[src/core/adc_ctrl_pkg.sv]
/*
  Constants shared by the dual converter output control logic: register map,
  field positions, reset values and timing counts.
  Assumes a 20 MHz system clock and a 32-bit Avalon-MM register bus.
*/
package adc_ctrl_pkg;
  localparam int DATA_WIDTH = 10;
  localparam int ADDR_WIDTH = 4;
  // Register byte offsets.
  localparam logic [3:0] CTRL_OFFSET = 4'h0;
  localparam logic [3:0] STATUS_OFFSET = 4'h4;
  localparam logic [3:0] OFFSET_OFFSET = 4'h8;
  // Control register fields.
  localparam int CTRL_BUS_SELECT_BIT = 0;
  localparam int CTRL_FORMAT_BIT = 1;
  localparam int CTRL_STANDBY_BIT = 2;
  localparam int CTRL_POWER_DOWN_BIT = 3;
  localparam int CTRL_GAIN_BIT = 4;
  localparam int CTRL_OFFSET_TRIGGER_BIT = 5;
  localparam logic [5:0] CTRL_RESET = 6'h01;
  // Status register fields.
  localparam int STATUS_STATE_LSB = 0;
  localparam int STATUS_CORRECTING_BIT = 2;
  localparam int STATUS_FULL_BIT = 3;
  localparam int STATUS_EMPTY_BIT = 4;
  localparam int STATUS_OVERRUN_BIT = 5;
  // Offset register fields.
  localparam int OFFSET_FIRST_LSB = 0;
  localparam int OFFSET_SECOND_LSB = 16;
  // Timing.
  localparam int CLOCK_PERIOD_NS = 50;
  localparam int STANDBY_RECOVERY_NS = 800;
  localparam int STANDBY_RECOVERY_CYCLES = STANDBY_RECOVERY_NS / CLOCK_PERIOD_NS;
  localparam int POWER_DOWN_RECOVERY_NS = 1000000;
  localparam int POWER_DOWN_RECOVERY_CYCLES = POWER_DOWN_RECOVERY_NS / CLOCK_PERIOD_NS;
  // Offset correction.
  localparam int CORRECTION_CYCLES = 34;
  localparam int AVERAGE_COUNT = 32;
  localparam int AVERAGE_SHIFT = 5;
  localparam int SETTLE_CYCLES = CORRECTION_CYCLES - AVERAGE_COUNT;
  localparam logic [DATA_WIDTH-1:0] MID_SCALE = 10'h200;
  typedef enum logic [1:0] {PWR_NORMAL, PWR_STANDBY, PWR_DOWN, PWR_WAKE} power_state_type;
endpackage : adc_ctrl_pkg

[src/core/dual_adc_output_control.sv]
/*
  Sample FIFO and the digital control and output logic of a dual converter.
  Assumes the converter cores deliver raw offset-binary codes on the system
  clock domain and that the sample clock arrives asynchronously on a pin.
*/
`timescale 1ns/1ps

module sample_fifo #(
  parameter int WIDTH = 20,
  parameter int DEPTH = 8
) (
  // Clock and reset
  input wire logic i_clock,
  input wire logic i_srst,
  // Fill side
  input wire logic i_in_valid,
  output logic o_in_ready,
  input wire logic [WIDTH-1:0] i_in_data,
  // Drain side
  output logic o_out_valid,
  input wire logic i_out_ready,
  output logic [WIDTH-1:0] o_out_data
);
  localparam int PTR_WIDTH = $clog2(DEPTH);

  logic [WIDTH-1:0] mem [DEPTH];
  logic [PTR_WIDTH-1:0] wr_ptr_r;
  logic [PTR_WIDTH-1:0] rd_ptr_r;
  logic [PTR_WIDTH:0] count_r;
  logic push;
  logic pop;

  if (DEPTH < 2 || (1 << PTR_WIDTH) != DEPTH) begin : g_bad_depth
    $error("sample_fifo depth must be a power of two of at least two");
  end

  assign o_in_ready = (count_r != (PTR_WIDTH + 1)'(DEPTH));
  assign o_out_valid = (count_r != '0);
  assign push = i_in_valid && o_in_ready;
  assign pop = o_out_valid && i_out_ready;
  assign o_out_data = mem[rd_ptr_r];

  always_ff @(posedge i_clock) begin
    if (push) begin
      mem[wr_ptr_r] <= i_in_data;
    end
  end

  always_ff @(posedge i_clock) begin
    if (i_srst) begin
      wr_ptr_r <= '0;
      rd_ptr_r <= '0;
      count_r <= '0;
    end else begin
      if (push) begin
        wr_ptr_r <= wr_ptr_r + 1'b1;
      end
      if (pop) begin
        rd_ptr_r <= rd_ptr_r + 1'b1;
      end
      if (push && !pop) begin
        count_r <= count_r + 1'b1;
      end else if (pop && !push) begin
        count_r <= count_r - 1'b1;
      end
    end
  end
endmodule : sample_fifo

module dual_adc_output_control #(
  parameter int FIFO_DEPTH = 8,
  parameter int POWER_DOWN_CYCLES = adc_ctrl_pkg::POWER_DOWN_RECOVERY_CYCLES
) (
  // Clock and reset
  input wire logic i_clock,
  input wire logic i_srst,
  // Avalon-MM register slave
  input wire logic [adc_ctrl_pkg::ADDR_WIDTH-1:0] i_avs_address,
  input wire logic i_avs_read,
  input wire logic i_avs_write,
  input wire logic [31:0] i_avs_writedata,
  input wire logic [3:0] i_avs_byteenable,
  output logic [31:0] o_avs_readdata,
  output logic o_avs_waitrequest,
  // Sample clock pin and raw converter codes
  input wire logic i_sample_clock,
  input wire logic [adc_ctrl_pkg::DATA_WIDTH-1:0] i_first_raw,
  input wire logic [adc_ctrl_pkg::DATA_WIDTH-1:0] i_second_raw,
  // Output buses
  output logic [adc_ctrl_pkg::DATA_WIDTH-1:0] o_first_channel_bus,
  output logic [adc_ctrl_pkg::DATA_WIDTH-1:0] o_second_channel_bus,
  output logic o_channel_indicator,
  // Analog front end controls
  output logic o_gain_high,
  output logic o_analog_active
);
  import adc_ctrl_pkg::*;

  localparam int WAKE_WIDTH = $clog2(POWER_DOWN_CYCLES + 1);
  localparam int ACC_WIDTH = DATA_WIDTH + AVERAGE_SHIFT;

  if (POWER_DOWN_CYCLES < STANDBY_RECOVERY_CYCLES) begin : g_bad_wake
    $error("power-down recovery must not be shorter than standby recovery");
  end

  // Control and status registers.
  logic [5:0] ctrl_r;
  logic overrun_r;
  logic bus_select;
  logic format_select;
  logic standby_request;
  logic power_down_request;
  logic offset_correct_trigger;
  assign bus_select = ctrl_r[CTRL_BUS_SELECT_BIT];
  assign format_select = ctrl_r[CTRL_FORMAT_BIT];
  assign standby_request = ctrl_r[CTRL_STANDBY_BIT];
  assign power_down_request = ctrl_r[CTRL_POWER_DOWN_BIT];
  assign offset_correct_trigger = ctrl_r[CTRL_OFFSET_TRIGGER_BIT];
  assign o_gain_high = ctrl_r[CTRL_GAIN_BIT];

  // Bus handshake: one wait state, then the answer.
  logic ack_r;
  logic bus_req;
  logic bus_write;
  logic [31:0] readdata_r;
  assign bus_req = i_avs_read || i_avs_write;
  assign o_avs_waitrequest = bus_req && !ack_r;
  assign o_avs_readdata = readdata_r;
  assign bus_write = i_avs_write && ack_r;

  // Sample clock synchroniser; the level moves once stages two and three agree.
  logic [2:0] sclk_sync_r;
  logic sclk_level_r;
  logic sclk_agree;
  logic sclk_fall;
  logic sclk_rise;
  assign sclk_agree = (sclk_sync_r[1] == sclk_sync_r[2]);
  assign sclk_fall = sclk_agree && sclk_level_r && !sclk_sync_r[2];
  assign sclk_rise = sclk_agree && !sclk_level_r && sclk_sync_r[2];

  always_ff @(posedge i_clock) begin
    if (i_srst) begin
      sclk_sync_r <= 3'h0;
      sclk_level_r <= 1'b0;
    end else begin
      sclk_sync_r <= {sclk_sync_r[1:0], i_sample_clock};
      if (sclk_agree) begin
        sclk_level_r <= sclk_sync_r[2];
      end
    end
  end

  // Power state machine.
  power_state_type state_r;
  logic [WAKE_WIDTH-1:0] wake_count_r;
  logic active;
  assign active = (state_r == PWR_NORMAL);
  assign o_analog_active = active;

  always_ff @(posedge i_clock) begin
    if (i_srst) begin
      state_r <= PWR_NORMAL;
      wake_count_r <= '0;
    end else if (power_down_request) begin
      state_r <= PWR_DOWN;
    end else begin
      unique case (state_r)
        PWR_NORMAL: begin
          if (standby_request) begin
            state_r <= PWR_STANDBY;
          end
        end
        PWR_STANDBY: begin
          if (!standby_request) begin
            state_r <= PWR_WAKE;
            wake_count_r <= WAKE_WIDTH'(STANDBY_RECOVERY_CYCLES - 2);
          end
        end
        PWR_DOWN: begin
          state_r <= PWR_WAKE;
          wake_count_r <= WAKE_WIDTH'(POWER_DOWN_CYCLES - 2);
        end
        PWR_WAKE: begin
          if (wake_count_r == '0) begin
            state_r <= standby_request ? PWR_STANDBY : PWR_NORMAL;
          end else begin
            wake_count_r <= wake_count_r - 1'b1;
          end
        end
      endcase
    end
  end

  // Offset correction sequence, shared counter, one accumulator per channel.
  logic trigger_prev_r;
  logic correcting_r;
  logic [5:0] cal_count_r;
  logic cal_start;
  logic cal_step;
  logic cal_last;
  logic sample_take;
  assign cal_start = offset_correct_trigger && !trigger_prev_r;
  assign sample_take = sclk_fall && active;
  assign cal_step = correcting_r && sample_take;
  assign cal_last = (cal_count_r == 6'(CORRECTION_CYCLES - 1));

  always_ff @(posedge i_clock) begin
    if (i_srst) begin
      trigger_prev_r <= 1'b0;
      correcting_r <= 1'b0;
      cal_count_r <= 6'h00;
    end else begin
      trigger_prev_r <= offset_correct_trigger;
      if (cal_start) begin
        correcting_r <= 1'b1;
        cal_count_r <= 6'h00;
      end else if (cal_step) begin
        cal_count_r <= cal_count_r + 1'b1;
        if (cal_last) begin
          correcting_r <= 1'b0;
        end
      end
    end
  end

  logic [DATA_WIDTH-1:0] raw [2];
  logic [DATA_WIDTH-1:0] corrected [2];
  logic signed [DATA_WIDTH:0] offset_r [2];
  assign raw[0] = i_first_raw;
  assign raw[1] = i_second_raw;

  for (genvar ch = 0; ch < 2; ch++) begin : g_channel
    logic [ACC_WIDTH-1:0] acc_r;
    logic [ACC_WIDTH-1:0] acc_sum;
    logic signed [DATA_WIDTH+1:0] diff;
    assign acc_sum = acc_r + ACC_WIDTH'(raw[ch]);
    assign diff = $signed({2'b00, raw[ch]}) - (DATA_WIDTH + 2)'(offset_r[ch]);

    always_comb begin
      if (diff < 0) begin
        corrected[ch] = '0;
      end else if (diff[DATA_WIDTH]) begin
        corrected[ch] = '1;
      end else begin
        corrected[ch] = diff[DATA_WIDTH-1:0];
      end
    end

    always_ff @(posedge i_clock) begin
      if (i_srst) begin
        acc_r <= '0;
        offset_r[ch] <= '0;
      end else if (cal_start) begin
        acc_r <= '0;
      end else if (cal_step && cal_count_r >= 6'(SETTLE_CYCLES)) begin
        acc_r <= acc_sum;
        if (cal_last) begin
          offset_r[ch] <= $signed({1'b0, acc_sum[ACC_WIDTH-1:AVERAGE_SHIFT]})
            - $signed({1'b0, MID_SCALE});
        end
      end
    end
  end

  // Conversions wait in the FIFO; a full FIFO makes the sampler skip one.
  logic fifo_in_ready;
  logic fifo_out_valid;
  logic fifo_pop;
  logic [2*DATA_WIDTH-1:0] fifo_out_data;
  assign fifo_pop = sclk_rise && active;

  sample_fifo #(
    .WIDTH(2 * DATA_WIDTH),
    .DEPTH(FIFO_DEPTH)
  ) u_fifo (
    .i_clock(i_clock),
    .i_srst(i_srst),
    .i_in_valid(sample_take),
    .o_in_ready(fifo_in_ready),
    .i_in_data({corrected[1], corrected[0]}),
    .o_out_valid(fifo_out_valid),
    .i_out_ready(fifo_pop),
    .o_out_data(fifo_out_data)
  );

  // Output coding: the format bit is read as each word leaves the FIFO, so both halves of a word share one coding.
  function automatic logic [DATA_WIDTH-1:0] code(input logic [DATA_WIDTH-1:0] value,
                                                  input logic twos);
    code = twos ? {~value[DATA_WIDTH-1], value[DATA_WIDTH-2:0]} : value;
  endfunction : code

  logic [DATA_WIDTH-1:0] second_held_r;

  always_ff @(posedge i_clock) begin
    if (i_srst) begin
      o_first_channel_bus <= '0;
      o_second_channel_bus <= '0;
      o_channel_indicator <= 1'b0;
      second_held_r <= '0;
    end else if (fifo_pop && fifo_out_valid) begin
      // Bit 0 of each bus is the result LSB.
      o_first_channel_bus <= code(fifo_out_data[DATA_WIDTH-1:0], format_select);
      second_held_r <= code(fifo_out_data[2*DATA_WIDTH-1:DATA_WIDTH], format_select);
      o_second_channel_bus <= bus_select ?
        code(fifo_out_data[2*DATA_WIDTH-1:DATA_WIDTH], format_select) : '0;
      o_channel_indicator <= 1'b1;
    end else if (sclk_fall && o_channel_indicator) begin
      if (!bus_select) begin
        o_first_channel_bus <= second_held_r;
        o_second_channel_bus <= '0;
      end
      o_channel_indicator <= 1'b0;
    end else if (!bus_select) begin
      // Leaving parallel mode clears the second bus without waiting for a word.
      o_second_channel_bus <= '0;
    end
  end

  // Register file.
  logic overrun_set;
  assign overrun_set = sample_take && !fifo_in_ready;

  always_ff @(posedge i_clock) begin
    if (i_srst) begin
      ctrl_r <= CTRL_RESET;
      overrun_r <= 1'b0;
    end else begin
      if (bus_write && i_avs_address == CTRL_OFFSET && i_avs_byteenable[0]) begin
        ctrl_r <= i_avs_writedata[5:0];
      end
      if (overrun_set) begin
        overrun_r <= 1'b1;
      end else if (bus_write && i_avs_address == STATUS_OFFSET && i_avs_byteenable[0]
                   && i_avs_writedata[STATUS_OVERRUN_BIT]) begin
        overrun_r <= 1'b0;
      end
    end
  end

  always_ff @(posedge i_clock) begin
    if (i_srst) begin
      ack_r <= 1'b0;
      readdata_r <= 32'h0000_0000;
    end else begin
      ack_r <= bus_req && !ack_r;
      if (i_avs_read && !ack_r) begin
        readdata_r <= 32'h0000_0000;
        unique case (i_avs_address)
          CTRL_OFFSET: readdata_r[5:0] <= ctrl_r;
          STATUS_OFFSET: begin
            readdata_r[STATUS_STATE_LSB +: 2] <= state_r;
            readdata_r[STATUS_CORRECTING_BIT] <= correcting_r;
            readdata_r[STATUS_FULL_BIT] <= !fifo_in_ready;
            readdata_r[STATUS_EMPTY_BIT] <= !fifo_out_valid;
            readdata_r[STATUS_OVERRUN_BIT] <= overrun_r;
          end
          OFFSET_OFFSET: begin
            readdata_r[OFFSET_FIRST_LSB +: DATA_WIDTH + 1] <= offset_r[0];
            readdata_r[OFFSET_SECOND_LSB +: DATA_WIDTH + 1] <= offset_r[1];
          end
          default: readdata_r <= 32'h0000_0000;
        endcase
      end
    end
  end
endmodule : dual_adc_output_control

[config.mk]
export PLATFORM = sky130hd
export DESIGN_NAME = dual_adc_output_control
export DESIGN_NICKNAME = d
export VERILOG_FILES = /design/src/core/adc_ctrl_pkg.sv /design/src/core/dual_adc_output_control.sv
export SDC_FILE = /design/constraint.sdc
export NUM_CORES = 1
export LEC_CHECK = 0
export ABC_AREA = 0
export ABC_CLOCK_PERIOD_IN_PS = 4000
export BUFFER_PORTS_ARGS = -buffer_cell sky130_fd_sc_hd__buf_2
export CAP_MARGIN = 20
export CORE_MARGIN = 10
export CORE_UTILIZATION = 35
export CTS_BUF_LIST = sky130_fd_sc_hd__clkbuf_8 sky130_fd_sc_hd__clkbuf_16
export DETAILED_ROUTE_END_ITERATION = 6
export PLACE_DENSITY_LB_ADDON = 0.05
export SKIP_LAST_GASP = 1
export SYNTH_ARGS = -nofsm -noshare
export SYNTH_HDL_FRONTEND = slang
export SYNTH_SLANG_ARGS = --single-unit
export TNS_END_PERCENT = 10
[constraint.sdc]
create_clock -name i_clock -period 4 [get_ports i_clock]
set_input_delay 0.8 -clock i_clock [delete_from_list [all_inputs] [get_ports i_clock]]
set_output_delay 0.8 -clock i_clock [all_outputs]
set_load 0.02 [all_outputs]
After elaboration in Yosys (flattened, before gate mapping)
Memory sizes are Yosys's and may differ from the RTL's. A register that Yosys moved wholly into a read port is not among the register bits.
Index checks and enable logic that the tools add are counted.
{ "totals": {"register_bits": 130, "ramBits": 182, "out_inout_bits": 56, "word_cells": 154, "memories": 2} }
{ "mem_list": {"columns": ["name", "words", "width", "rd", "rd_clocked_by_memory_dff", "wr", "line", "text"], "rows": [
  ["u_fifo.mem", 8, 20, 1, 1, 1, "dual_adc_output_control.sv:26", "logic [WIDTH-1:0] mem [DEPTH];"],
  ["offset_r", 2, 11, 2, 0, 2, "dual_adc_output_control.sv:228", "logic signed [DATA_WIDTH:0] offset_r [2];"]
]} }
{ "classes": {"n_addsub": 12, "magnitude_cmp": 3, "n_eq_ne": 16, "muxes": 46, "bitwise_logic": 5, "reduce_logical": 49} }
{ "ops": {"columns": ["cell", "count"], "rows": [
  ["$mux W10", 12],
  ["$pmux W15 S3", 1],
  ["$mux W11", 3],
  ["$add A15 B10 Y15", 2],
  ["$mux W15", 2],
  ["$lt A12 B1 Y1 const B", 2],
  ["$sub A11 B11 Y12", 2],
  ["$logic_and A1 B1 Y1", 23],
  ["$sub A10 B10 Y11 const B", 2],
  ["$pmux W6 S3", 1],
  ["$mux W1", 17],
  ["$logic_not A15 Y1", 1],
  ["$sub A15 B1 Y15 const B", 1],
  ["$reduce_bool A2 Y1", 5],
  ["$ne A3 B3 Y1 const B", 3],
  ["$logic_not A1 Y1", 8],
  ["$mux W2", 4],
  ["$mux W4", 2],
  ["$ne A2 B2 Y1 const B", 4],
  ["$pmux W2 S4", 1],
  ["$add A3 B1 Y3 const B", 2],
  ["$add A6 B1 Y6 const B", 1],
  ["$eq A6 B6 Y1 const B", 1],
  ["$ge A6 B2 Y1 const B", 1],
  ["other kinds (22)", 30]
]} }

Logic depth before layout (Yosys ltp)
{ "logic_depth": {"word_depth": 11, "mapped_depth": 14, "mapped_depth_nobuf": 13} }

By module
A second synthesis with hierarchy kept.
{ "unflattened": {"hier_cells": 1267, "area_unflattened_um2": 14944.3} }
{ "by_module_without_submodules": {"columns": ["mod", "n_inst", "cells_each", "area_each_um2", "seq_area_each_um2"], "rows": [
  ["dual_adc_output_control", 1, 963, 8139.1, 2962.8],
  ["sample_fifo", 1, 304, 6805.3, 5064.9]
]} }

Worst setup path before layout
Ideal clock, no wire load.
{ "synth_path": {"path_kind": "register to register", "startpoint": "register state_r[0]", "endpoint": "memory u_fifo.mem[4][0], enable pin", "setup_time_ns": 0.427, "t_arrival_ns": 3.055, "t_required_ns": 3.573, "setup_slack_ns": 0.519, "path_stages_with_launch": 8, "cell_sequence": "dfxtp_1 inv_1 ha_1 and4bb_2 nor2b_1 clkbuf_1 nand2b_1 nor3b_1"} }
{ "synth_via": {"elab_chain_cells": 5} }
{ "synth_lines": {"columns": ["item", "line", "text"], "rows": [
  ["from (decl)", "dual_adc_output_control.sv:154", "power_state_type state_r;"],
  ["from (signal assigned)", "dual_adc_output_control.sv:185", "state_r <= standby_request ? PWR_STANDBY : PWR_NORMAL;"],
  ["$logic_not A2 Y1", "dual_adc_output_control.sv:157", "assign active = (state_r == PWR_NORMAL);"],
  ["named net o_analog_active", "dual_adc_output_control.sv:95", "output logic o_analog_active"],
  ["$logic_and A1 B1 Y1", "dual_adc_output_control.sv:203", "assign sample_take = sclk_fall && active;"],
  ["$logic_and A1 B1 Y1", "dual_adc_output_control.sv:39", "assign push = i_in_valid && o_in_ready;"],
  ["named net u_fifo.push", "dual_adc_output_control.sv:30", "logic push;"],
  ["$mux W1", "dual_adc_output_control.sv:44", "if (push) begin"],
  ["$mux W1 (implied by the code)", "dual_adc_output_control.sv:45", "mem[wr_ptr_r] <= i_in_data;"],
  ["to (decl)", "dual_adc_output_control.sv:26", null]
]} }
The timed path passes the listed nets, and every way through them passes these cells.

==> summary.md <==
| Metric | Value |
|---|---|
| Syn. warnings | `0` |
| I/O pin count | `121` |
| Worst-path maximum fanout | `8` |
| Crit path cell chain | `buf_2, inv_1, ha_1, fa_1, nor2b_1, o31a_1, o21ai_0, o21a_1, o21ai_0, a22oi_1` |
| Post-synthesis adder-cell area fraction | `5.524%` |
| Worst path max stage delay | `0.50 ns` |
| Ys async rst share | `0%` |
| Pint | `0.005886 W` |
| Vias per cell | `5.049` |
| Congestion Overflow GR | `0` |
| Final HPWL DP | `24.65 mm` |
| Largest family of logic cells by synthesized area | `simple AND/OR/NAND/NOR gates` |
| Most used routing layer | `met2` |
| Max Root-Sink Buffers | `3` |
| Setup crit end kind | `register` |
| M3 GR Usage | `3.086%` |
| Max-slew headroom | `42.67%` |
| First-pass GRT wire length | `57.50 mm` |
| # Max-Cap Violations | `0` |
| Max Slew Vio Count | `0` |
| Routed Antenna Nets | `0` |
| Pin count of the biggest net entering global routing | `58` |
| Cell count after synthesis | `1242` |
| Most common cell after layout, fill and taps aside | `edfxtp_1` |
| TritonRoute pass-1 iters | `4` |
| Final worst-path cycle share | `76.39%` |
| Clock sinks | `311` |
| Post-place setup slack | `0.4118 ns` |
| Leading post-synthesis cells by cell area | `edfxtp_1 37%, dfxtp_1 18%, mux4_2 6.2%` |
| Area taken by multi-input logic gates | `0.006090 sq mm` |
| CTS hold repair buffers | `0` |
| Synthesized flop and latch total | `311` |
| Avg Cell Area, Syn | `11.67 sq um` |
| Gp weighted congestion | `0.8014` |
| Area grow syn2layout | `16.23%` |
| Top cell type's share of synthesized area | `37.29%` |
| Sequential area share after synthesis | `55.38%` |
| Overall global routing resource usage | `14.53%` |
| Buffers on Ports | `81` |
| Critical path data required time | `4.26 ns` |
| Mapped cell area | `0.01450 sq mm` |
| Post-Synth Simple-Gate Area | `12.15%` |
| PwrDens | `470.3 mW/mm^2` |
| Leakage | `6.219 nW` |
| Worst-path clk slew | `0.05 ns` |
| Reg power frac | `45.2%` |
| Share of cells above drive strength 1 | `17.94%` |
| H-Tree Level Count | `2` |
| Number of gates resized after CTS | `0` |
| Unrepaired setup endpoints after global routing | `no` |
| FF-to-FF setup slack | `0.96 ns` |
| Slowest-stage cell, CP | `o21ai_0` |
| CTS Buf Count | `38` |
| Status | `completed` |
| Worst slew pin tran | `0.8568 ns` |
| Post-synth top area cell | `edfxtp_1` |
| Clk_skew | `0.01655 ns` |
| Post-synth top flop | `edfxtp_1` |
| VDD IR max | `0.2762 mV` |
| Initial antenna violation count | `1` |
| Die ar. | `0.04995 sq mm` |
| WL/cell | `19.10 um` |
| Fin nets | `1473` |
| Mux contribution to synthesized area | `8.848%` |
| Antenna Cells | `0` |
| Core Box Area | `0.04092 sq mm` |
| Fmax | `327.3 MHz` |
| Drc violations | `0` |
| Comb power frac | `12.3%` |
| Met1 Track Usage GR | `19.05%` |
| Vias | `9639` |
| Post-synth EDFFs | `180` |
| Setup ws final | `0.9443 ns` |
| Sw Share | `25.71%` |
| Starting Density | `35.42%` |
| Filler cells | `3918` |
| Final hold slack | `0.4589 ns` |
| Setup violators final | `0` |
| Die H | `223.5 um` |
| Worst-Skew Late Latency | `0.55 ns` |
| Reg area | `0.008030 sq mm` |
| Clk pwr share | `42.5%` |
| Net Sw Power | `0.002037 W` |
| Synth Area in Compound Gates | `11.37%` |
| Chip width | `223.5 um` |
| Crit path launch type | `primary input` |
| CTS tree | `done` |
| Most frequent cells in the layout | `180 x edfxtp_1, 175 x nor2_1, 129 x dfxtp_1` |
| Root Driver | `clkbuf_16` |
| Tmin final | `3.056 ns` |
| Number of global-route vias before repair | `9794` |
| Num rows | `74` |
| Routed WL | `36.45 mm` |
| Setup bufs post-CTS | `0` |
| Setup TNS | `0 ns` |
| Most frequent CP cell | `o21ai_0` |
| Worst Setup Path Type | `primary input to register` |
| Yosys cell types | `71` |
| Post-Synth XOR/XNOR Area | `3.565%` |
| Final hold vios | `0` |
| Worst Path Arrival | `3.31 ns` |
| Met2 Track Usage GR | `23.69%` |
| Hold Path Class | `register to register` |
| Starting DRT DRC Count | `440` |
sequential cells by signal (all words and copies together) (netlist names), 4 cells and up, named ones only:
register              cells
wake_count_r             15
u_fifo.mem              160
o_avs_readdata           20
ctrl_r                    6
second_held_r            10
g_channel.acc_r          30
o_second_channel_bus     10
offset_r                 20
u_fifo.count_r            4
cal_count_r               6
o_first_channel_bus      10
cells by family (layout without fill, tap and decap cells):
family | count (synthesis) | after routing
buf+inv | 101 | 227
simple gates | 381 | 381
xor+xnor | 59 | 59
compound gates | 251 | 251
mux | 77 | 77
other cells | 1 | 10
fa+ha+maj | 61 | 61
flops | 311 | 311
cell type report:
| cell class | count | area share (%) |
|---|---|---|
| multi-input cells | 839 | 36.15 |
| flip-flops and latches | 311 | 47.66 |
| clock inverters | 29 | 1.329 |
| well taps | 532 | 3.951 |
| inverters | 41 | 0.9135 |
| clock buffers | 41 | 5.956 |
| repair buffers | 116 | 4.040 |
worst max-delay path: cells and delay by family:
kind,cells,cell delay [ns]
compound gates,5,1.81
fa+ha+maj,2,0.40
buf+inv,2,0.22
simple gates,1,0.07
layer usage:
layer  part of all wire (%)  routed length [um]
met1                     47               17270
met2                     47               17070
met3                    3.6                1325
met4                    2.1                 781
met5                  0.019                   7
through the flow:
stage          utilization [%]  total power [W]  instances  area [sq um]
2_1_floorplan                -         0.004359       1251         14530
4_1_cts                  41.16         0.008048       1908         16840
6_report                 41.17         0.007923       1909         16850
3_5_place_dp             38.16         0.004636       1838         15620
5_1_grt                  41.17         0.008308       1909         16850
3_3_place_gp             38.16         0.004629       1838         15620
power by group through the flow:
stage	combinational, W	clock (W)	sequential, W
after detailed placement	0.000988	0	0.00365
after global placement	0.000980	0	0.00365
after CTS	0.000991	0.00348	0.00358
after global routing	0.00111	0.00361	0.00359
after floorplan	0.000730	0	0.00363
final	0.000976	0.00337	0.00358
cells in the mapped netlist, types with 6 or more instances:
master	instances
edfxtp_1	180
nor2_1	180
dfxtp_1	131
nand2_1	61
a21oi_1	58
ha_1	56
o21ai_0	56
inv_1	41
mux4_2	40
nor3_1	39
xnor2_1	38
a211oi_1	35
clkbuf_1	31
mux2i_1	28
nor2b_1	27
a22oi_1	23
xor2_1	21
buf_4	15
o22ai_1	14
a21o_1	13
nand3_1	13
o21a_1	12
nand2b_1	10
buf_2	9
mux2_2	9
nor4_1	7
or3_1	7
or2_2	6
final timing paths:
kind	startpoint	end	cells after the start
max reg2reg	offset_r[1][0]	u_fifo.mem[4][13]	8
max	i_first_raw[0]	u_fifo.mem[5][9]	10
min	g_channel[0].acc_r[0]	g_channel[0].acc_r[0]	2
min reg2reg	g_channel[0].acc_r[0]	g_channel[0].acc_r[0]	2
(Power assumes the default switching activity.)
